[config.mk]
export PLATFORM = sky130hd
export DESIGN_NAME = sshc_decoder
export DESIGN_NICKNAME = d
export VERILOG_FILES = /design/src/sshc_decoder.v
export VERILOG_INCLUDE_DIRS = /design/src
export SDC_FILE = /design/constraint.sdc
export NUM_CORES = 1
export LEC_CHECK = 0
export ABC_AREA = 1
export BUFFER_PORTS_ARGS = -buffer_cell sky130_fd_sc_hd__buf_2
export CAP_MARGIN = 30
export CORE_UTILIZATION = 40
export DETAILED_ROUTE_END_ITERATION = 8
export PLACE_DENSITY = 0.72
export SLEW_MARGIN = 40
export SYNTH_ARGS = -nofsm -noshare
export SYNTH_HDL_FRONTEND = slang
export SYNTH_SLANG_ARGS = --single-unit
[constraint.sdc]
create_clock -name CLK_SYS -period 3.7 [get_ports CLK_SYS]
set_clock_uncertainty 0.15 [all_clocks]
set_input_delay 0.555 -clock CLK_SYS [delete_from_list [all_inputs] [get_ports CLK_SYS]]
set_output_delay 0.555 -clock CLK_SYS [all_outputs]
set_load 0.005 [all_outputs]
[src/sshc_map.vh]
// Purpose: constants for the stepper stop/home command decoder
// Assumes: 8-bit commands, msb first on the serial link
// Notes:   opcodes are exact bytes except the leave-switch group
`ifndef SSHC_MAP_VH
`define SSHC_MAP_VH
`define SSHC_OP_LEAVE_MASK   8'hF6
`define SSHC_OP_LEAVE        8'h92
`define SSHC_OP_LEAVE_SAVE   3
`define SSHC_OP_LEAVE_DIR    0
`define SSHC_OP_GO_ZERO      8'h70
`define SSHC_OP_GO_SAVED     8'h78
`define SSHC_OP_CLEAR_POS    8'hD8
`define SSHC_OP_FULL_RESET   8'hC0
`define SSHC_OP_RAMP_STOP    8'hB0
`define SSHC_OP_INST_STOP    8'hB8
`define SSHC_OP_RAMP_FLOAT   8'hA0
`define SSHC_OP_INST_FLOAT   8'hA8
`define SSHC_OP_READ_STATE   8'hD0
`define SSHC_OP_STOP_BIT     4
`define SSHC_OP_INSTANT_BIT  3
`define SSHC_LEAVE_SPEED_SPS 8'h05
`define SSHC_STAT_BRIDGES_OFF 0
`define SSHC_STAT_BUSY       1
`define SSHC_STAT_REJECTED   7
`define SSHC_STAT_WARN_MASK  16'hFF00
`define SSHC_MOT_IDLE        3'h0
`define SSHC_MOT_LEAVE       3'h1
`define SSHC_MOT_GOTO        3'h2
`define SSHC_MOT_RAMP        3'h3
`endif

[src/sshc_decoder.v]
// Purpose: serial command decoder for the stop, home and status commands
// Assumes: CLK_SYS 25 MHz; link pins are asynchronous and pass two flops
// Notes:   the motion engine is outside; this block issues its requests
`timescale 1ns/10ps
`include "sshc_map.vh"
module sshc_decoder
#(
   parameter POS_W    = 22,
   parameter SPEED_W  = 20,
   parameter CLK_HZ   = 25000000
)
(
   input  wire               CLK_SYS,
   input  wire               RST,
   input  wire               LINK_SCK,
   input  wire               LINK_CS_N,
   input  wire               LINK_MOSI,
   output reg                LINK_MISO,
   input  wire               LIMIT_SWITCH_INPUT,
   input  wire [SPEED_W-1:0] MIN_SPEED,
   input  wire               LOW_SPEED_OPT,
   input  wire [SPEED_W-1:0] DECEL_RATE,
   input  wire               MOTOR_STOPPED,
   input  wire               TARGET_REACHED,
   input  wire [15:0]        WARN_FLAGS,
   output reg                BUSY_N,
   output reg  [POS_W-1:0]   ABSOLUTE_POSITION,
   output reg  [POS_W-1:0]   SAVED_POSITION,
   output reg                BRIDGES_OFF_FLAG,
   output reg                COMMAND_REJECTED_FLAG,
   output reg                ERROR_CLEAR,
   output reg                MOVE_RUN,
   output reg                MOVE_DIR,
   output reg  [SPEED_W-1:0] MOVE_SPEED,
   output reg  [SPEED_W-1:0] MOVE_DECEL,
   output reg                MOVE_GOTO,
   output reg  [POS_W-1:0]   GOTO_TARGET,
   output reg                INSTANT_STOP,
   output reg                RAMP_STOP,
   output reg                FULL_RESET_PULSE,
   output wire [15:0]        STATUS_WORD
);
   // 5 step/s floor in the engine speed unit, supplied by the engine's scaling
   localparam [SPEED_W-1:0] LEAVE_SPEED = {{(SPEED_W-8){1'b0}}, `SSHC_LEAVE_SPEED_SPS};

   // two-flop synchronisers; stage one feeds stage two only
   reg [2:0] sync1;
   reg [2:0] sync2;
   reg       sck_prev;
   always @(posedge CLK_SYS)
   begin
      if (RST)
      begin
         // idle levels (select high, clock high) so no false edge follows reset
         sync1    <= 3'h3;
         sync2    <= 3'h3;
         sck_prev <= 1'b1;
      end
      else
      begin
         sync1    <= {LIMIT_SWITCH_INPUT, LINK_CS_N, LINK_SCK};
         sync2    <= sync1;
         sck_prev <= sync2[0];
      end
   end
   reg mosi1;
   reg mosi2;
   always @(posedge CLK_SYS)
   begin
      if (RST)
      begin
         mosi1 <= 1'b0;
         mosi2 <= 1'b0;
      end
      else
      begin
         mosi1 <= LINK_MOSI;
         mosi2 <= mosi1;
      end
   end
   wire sck_s  = sync2[0];
   wire cs_n_s = sync2[1];
   wire switch_s = sync2[2];
   wire sck_rise = sck_s & ~sck_prev;
   wire sck_fall = ~sck_s & sck_prev;

   // status word: bridges-off, busy, reject, plus external warnings
   // warnings belong to the engine; ERROR_CLEAR asks it to drop them
   reg  rejected_sticky;
   assign STATUS_WORD = (WARN_FLAGS & `SSHC_STAT_WARN_MASK)
                      | ({15'h0000, BRIDGES_OFF_FLAG} << `SSHC_STAT_BRIDGES_OFF)
                      | ({15'h0000, BUSY_N} << `SSHC_STAT_BUSY)
                      | ({15'h0000, rejected_sticky} << `SSHC_STAT_REJECTED);

   // byte shifter: sample on rising sck, shift out on falling, msb first
   reg [7:0]  rx_shift;
   reg [2:0]  bit_cnt;
   reg [15:0] reply;
   reg [1:0]  reply_left;
   reg        byte_done;
   reg [7:0]  rx_byte;
   reg        in_frame;
   always @(posedge CLK_SYS)
   begin
      byte_done <= 1'b0;
      if (RST)
      begin
         rx_shift  <= 8'h00;
         bit_cnt   <= 3'h0;
         rx_byte   <= 8'h00;
         LINK_MISO <= 1'b0;
         in_frame  <= 1'b0;
      end
      else if (cs_n_s)
      begin
         bit_cnt  <= 3'h0;
         in_frame <= 1'b0;
      end
      else
      begin
         if (!in_frame)
         begin
            in_frame  <= 1'b1;
            LINK_MISO <= (reply_left == 2'd2) ? reply[15] : reply[7];
         end
         if (sck_rise)
         begin
            rx_shift <= {rx_shift[6:0], mosi2};
            bit_cnt  <= bit_cnt + 3'h1;
            if (bit_cnt == 3'h7)
            begin
               rx_byte   <= {rx_shift[6:0], mosi2};
               byte_done <= 1'b1;
            end
         end
         else if (sck_fall)
         begin
            LINK_MISO <= (reply_left == 2'd2) ? reply[15 - {1'b0, bit_cnt}] : reply[7 - {1'b0, bit_cnt}];
         end
      end
   end

   // command execution and motion supervision
   reg [2:0] mode;
   reg       leave_save;
   reg       float_after;
   always @(posedge CLK_SYS)
   begin
      INSTANT_STOP     <= 1'b0;
      RAMP_STOP        <= 1'b0;
      MOVE_GOTO        <= 1'b0;
      ERROR_CLEAR      <= 1'b0;
      FULL_RESET_PULSE <= 1'b0;
      COMMAND_REJECTED_FLAG <= 1'b0;
      if (RST || (byte_done && reply_left == 2'd0 && rx_byte == `SSHC_OP_FULL_RESET))
      begin
         mode              <= `SSHC_MOT_IDLE;
         BUSY_N            <= 1'b1;
         ABSOLUTE_POSITION <= {POS_W{1'b0}};
         SAVED_POSITION    <= {POS_W{1'b0}};
         BRIDGES_OFF_FLAG  <= 1'b1;
         rejected_sticky   <= 1'b0;
         MOVE_RUN          <= 1'b0;
         MOVE_DIR          <= 1'b0;
         MOVE_SPEED        <= {SPEED_W{1'b0}};
         MOVE_DECEL        <= {SPEED_W{1'b0}};
         GOTO_TARGET       <= {POS_W{1'b0}};
         reply             <= 16'h0000;
         reply_left        <= 2'd0;
         leave_save        <= 1'b0;
         float_after       <= 1'b0;
         FULL_RESET_PULSE  <= ~RST;
      end
      else
      begin
         // motion completion; a command decoded later in this cycle overrides it
         case (mode)
            `SSHC_MOT_LEAVE:
            begin
               if (switch_s && MOVE_RUN)
               begin
                  if (leave_save)
                     SAVED_POSITION <= ABSOLUTE_POSITION;
                  else
                     ABSOLUTE_POSITION <= {POS_W{1'b0}};
                  MOVE_RUN     <= 1'b0;
                  INSTANT_STOP <= 1'b1;
               end
               else if (!MOVE_RUN && MOTOR_STOPPED)
               begin
                  mode   <= `SSHC_MOT_IDLE;
                  BUSY_N <= 1'b1;
               end
            end
            `SSHC_MOT_GOTO:
            begin
               if (TARGET_REACHED)
               begin
                  mode   <= `SSHC_MOT_IDLE;
                  BUSY_N <= 1'b1;
               end
            end
            `SSHC_MOT_RAMP:
            begin
               if (MOTOR_STOPPED)
               begin
                  mode   <= `SSHC_MOT_IDLE;
                  BUSY_N <= 1'b1;
                  if (float_after)
                     BRIDGES_OFF_FLAG <= 1'b1;
               end
            end
            default:
               mode <= `SSHC_MOT_IDLE;
         endcase

         // reply bytes consumed one per frame
         // bytes arriving while the reply drains are dropped, so the host may send filler
         if (byte_done && reply_left != 2'd0)
         begin
            reply_left <= reply_left - 2'd1;
         end
         else if (byte_done)
         begin
            if ((rx_byte & `SSHC_OP_LEAVE_MASK) == `SSHC_OP_LEAVE)
            begin
               mode      <= `SSHC_MOT_LEAVE;
               BUSY_N    <= 1'b0;
               leave_save <= rx_byte[`SSHC_OP_LEAVE_SAVE];
               MOVE_DIR  <= rx_byte[`SSHC_OP_LEAVE_DIR];
               MOVE_RUN  <= 1'b1;
               MOVE_SPEED <= (MIN_SPEED < LEAVE_SPEED || LOW_SPEED_OPT) ? LEAVE_SPEED : MIN_SPEED;
            end
            else if (rx_byte == `SSHC_OP_GO_ZERO || rx_byte == `SSHC_OP_GO_SAVED)
            begin
               if (!BUSY_N)
               begin
                  rejected_sticky       <= 1'b1;
                  COMMAND_REJECTED_FLAG <= 1'b1;
               end
               else
               begin
                  mode        <= `SSHC_MOT_GOTO;
                  BUSY_N      <= 1'b0;
                  MOVE_GOTO   <= 1'b1;
                  GOTO_TARGET <= (rx_byte == `SSHC_OP_GO_ZERO) ? {POS_W{1'b0}} : SAVED_POSITION;
               end
            end
            else if (rx_byte == `SSHC_OP_CLEAR_POS)
               ABSOLUTE_POSITION <= {POS_W{1'b0}};
            else if (rx_byte == `SSHC_OP_RAMP_STOP || rx_byte == `SSHC_OP_INST_STOP
                     || rx_byte == `SSHC_OP_RAMP_FLOAT || rx_byte == `SSHC_OP_INST_FLOAT)
            begin
               MOVE_RUN    <= 1'b0;
               MOVE_DECEL  <= DECEL_RATE;
               // stop bit set marks the two stops, clear the two floats
               float_after <= ~rx_byte[`SSHC_OP_STOP_BIT];
               // instant bit picks the infinite-deceleration flavour of either pair
               if (rx_byte[`SSHC_OP_INSTANT_BIT])
                  INSTANT_STOP <= 1'b1;
               else
                  RAMP_STOP <= 1'b1;
               // stop commands leave floating with no motion; instant float floats now
               if (rx_byte[`SSHC_OP_STOP_BIT])
                  BRIDGES_OFF_FLAG <= 1'b0;
               else if (rx_byte[`SSHC_OP_INSTANT_BIT] || MOTOR_STOPPED)
                  BRIDGES_OFF_FLAG <= 1'b1;
               mode   <= `SSHC_MOT_RAMP;
               BUSY_N <= 1'b0;
            end
            else if (rx_byte == `SSHC_OP_READ_STATE)
            begin
               reply           <= STATUS_WORD;
               reply_left      <= 2'd2;
               rejected_sticky <= 1'b0;
               ERROR_CLEAR     <= 1'b1;
            end
         end
      end
   end
endmodule

==> results.sh <==
export IMPL_cts_tree="done"
export IMPL_finalCriticalPeriod_ns=2.51
export IMPL_numCtsBuffers=17
export IMPL_synth_area_leaders="dfxtp_1 52%, o21ai_0 7.2%, nor2_1 7.0%"
export IMPL_p_int_uw=2840
export IMPL_ant_nets=0
export IMPL_slew_violations=0
export IMPL_finalSetupViolCount=0
export IMPL_cts_sinks=165
export IMPL_worstRegToRegCells=10
export IMPL_worst_ep_arrival_time_ns=2.69
export IMPL_cp_end_kind="flip-flop"
export IMPL_cpMostUsedCell="nand2_1"
export IMPL_grt_pass1_wl_um=23900
export IMPL_grt_overflow_total=0
export IMPL_drive_above_1_share_pct=26.7
export IMPL_synth_largest_area_cell="dfxtp_1"
export IMPL_fin_crit_sh_pct=67.8
export IMPL_post_cts_buffers=0
export IMPL_slowest_stage="buf_4"
export IMPL_p_comb_share_pct=2.8
export IMPL_post_cts_resized=0
export IMPL_worstPathCellList="inv_1 -> ha_1 -> nand2_1 -> nor3_1 -> nand3_2 -> nand2_1 -> inv_2 -> buf_4 -> o21ai_0 -> a21oi_1"
export IMPL_yosysTopAreaCellShare_pct=52.2
export IMPL_antenna_found_initial=0
export IMPL_swShare_pct=21.0
export IMPL_worstMarginPinSlew_ns=0.723
export IMPL_n_antenna_cell=0
export IMPL_cp_data_required_time_ns=3.88
export IMPL_status="complete, no violations"
export IMPL_viasPerCell=4.67
export IMPL_crit_fanout=44
export IMPL_yosysWarningCount=0
export IMPL_critPathLaunchType="flip-flop"
export IMPL_dr_first_iter_drc_count=430
export IMPL_hold_class="in -> reg"
export IMPL_r2r_start="reply_left[0]"
export IMPL_netlist_instances=788
export IMPL_slew_headroom_pct=51.7
export IMPL_p_per_area_nw_per_um2=459
export IMPL_ys_ff_latch=165
export IMPL_fmax_mhz=398
export IMPL_critPathKind="reg -> reg"
export IMPL_worstSkewPairLatency_ns=0.41
export IMPL_die_area_um2=16300
export IMPL_area_growth_syn_to_layout_pct=23.8
export IMPL_start_util_pct=41.3
export IMPL_hold_depth=2
export IMPL_max_clock_path_buffers=2
export IMPL_io_buffer_count=184
export IMPL_die_h_um=128
export IMPL_ctsHoldBuffers=0
export IMPL_io_pins=198
export IMPL_final_hold_violation_count=0
export IMPL_wire_per_inst_um=12.6
export IMPL_peakVddDrop_uv=305
export IMPL_drc=0
export IMPL_htreeDepth=4
export IMPL_startpoint="reply_left[0]"
export IMPL_finalSetupTns_ns=0
export IMPL_clk_pin_slew_ns=0.06
export IMPL_route_vias_total=5446
export IMPL_gp_congestion=0.816
export IMPL_pwr_share_clk_pct=47.5
export IMPL_pwr_share_seq_pct=49.7
export IMPL_first_global_vias=4909
export IMPL_p_leak_uw=0.00372
export IMPL_dieWidth_um=128
export IMPL_post_route_util_pct=51.2
export IMPL_grt_use_total_pct=18.3
export IMPL_power_switching_uw=754
export IMPL_grt_max_degree=58
export IMPL_hp_start="LINK_SCK"
export IMPL_cpPeakStageDelay_ns=0.38
export IMPL_nNetsFinal=1011
export IMPL_dp_hpwl_um=10300
export IMPL_wl_um=14700
export IMPL_rsz0062_at_grt="no"
export IMPL_ys_seq_area_share_pct=52.2
export IMPL_max_cap_violations=0
export IMPL_synthesis_area_um2=6330
export IMPL_core_area_um2=15300
export IMPL_placement_rows=45
export IMPL_dr_pass1_iters=4
export IMPL_synth_cell_types=38
export IMPL_synth_area_per_cell_um2=8.03
export IMPL_clock_tree_root_cell="clkbuf_16"
## critical path, delay by kind of cell, from the launching register on
family                   cells  cell delay (ns)
AO/OA/AOI/OAI                2             0.30
buffers and inverters        3             0.66
adder cells (fa/ha/maj)      1             0.21
AND/OR/NAND/NOR              4             0.74
flip-flops                   1             0.35
## path summary, 6_finish.rpt
path,end,slack (ns)
hold reg to reg,sync2[0],0.26
setup / recovery,reply[14],1.19
setup reg to reg,reply[14],1.19
hold / removal,sync1[0],0.18
## cells in the mapped netlist, drive strengths merged
cell type	instances
a211oi	1
or2	5
clkbuf	14
o211ai	1
ha	4
o21bai	3
nor4	2
nand3b	2
inv	80
nor2	126
dfxtp	165
o21ai	98
nor3	4
nand2	78
nand4	5
a22oi	1
a31oi	1
buf	44
nand3	78
o31ai	1
a21oi	74
conb	1
## layout make-up
cell class	instances	area [µm²]
tap	211	264
multi-input combinational	490	2410
clock inverter	10	123
clock buffer	22	454
fill	1491	7480
inverter	80	300
sequential	165	3300
timing repair buffer	188	983
## registers in the layout (all words and copies together) (netlist names), 2 cells and up
register           cells
GOTO_TARGET           22
ABSOLUTE_POSITION     22
rx_shift               7
reply_left             2
mode                   3
sync2                  3
bit_cnt                3
reply                 11
SAVED_POSITION        22
rx_byte                8
MOVE_DECEL            20
MOVE_SPEED            20
sync1                  3
## layer usage
| layer | share of wire [%] | up-vias | GRT usage, % |
|---|---|---|---|
| met5 | 0 | - | 0 |
| met4 | 2.7 | 0 | 8.51 |
| met3 | 2.7 | 27 | 3.42 |
| met2 | 48 | 108 | 30.1 |
| met1 | 46 | 2453 | 23.1 |
| li1 | - | 2858 | - |
## power by group through the flow
stage          sequential [µW]  combinational (µW)  clock (µW)
4_1_cts                   1790                 101        1740
3_3_place_gp              1820                 101           0
6_report                  1790                 101        1710
5_1_grt                   1780                 114        1820
3_5_place_dp              1820                 101           0
2_1_floorplan             1820                62.1           0
## cells by family (layout without fill, tap and decap cells)
logic type                 Yosys count  count (layout)  synth area share, %
and+or+nand+nor                    300             300                 22.2
AOI/OAI and AO/OA                  180             180                 14.6
DFF                                165             165                 52.2
buffers and inverters              138             300                 10.2
adders and majority gates            4               4                0.791
other                                1               6               0.0592
## cells in the final DEF, fill, tap and decap left out, types with 2 or more instances in the layout
master / netlist / routed
a21oi_1: 73 / 73
buf_2: 18 / 184
buf_4: 22 / 2
bufinv_16: 0 / 2
clkbuf_1: 12 / 4
clkbuf_16: 0 / 17
clkinv_4: 0 / 2
clkinvlp_4: 0 / 3
conb_1: 1 / 6
dfxtp_1: 165 / 165
ha_1: 4 / 4
inv_1: 73 / 72
inv_2: 7 / 8
inv_6: 0 / 2
nand2_1: 75 / 74
nand2_2: 2 / 3
nand3_1: 68 / 68
nand3_2: 10 / 10
nand3b_1: 2 / 2
nand4_1: 4 / 4
nor2_1: 118 / 118
nor2_2: 2 / 2
nor2_4: 5 / 5
nor3_1: 3 / 3
nor4_1: 2 / 2
o21ai_0: 91 / 91
o21ai_1: 7 / 6
o21bai_1: 3 / 3
or2_2: 5 / 5
## through the flow
step	setup WS, ns	std cells	total power, µW	hold WS, ns	cell area (µm²)
2_1_floorplan	1.94	793	1890	0.238	6350
4_1_cts	1.17	1165	3630	0.154	7810
3_3_place_gp	1.07	1133	1930	0.244	7230
5_1_grt	0.878	1166	3720	0.166	7840
6_report	1.19	1166	3600	0.177	7840
3_5_place_dp	1.02	1133	1930	0.251	7230
No activity file was read; power rests on OpenSTA's default activity.
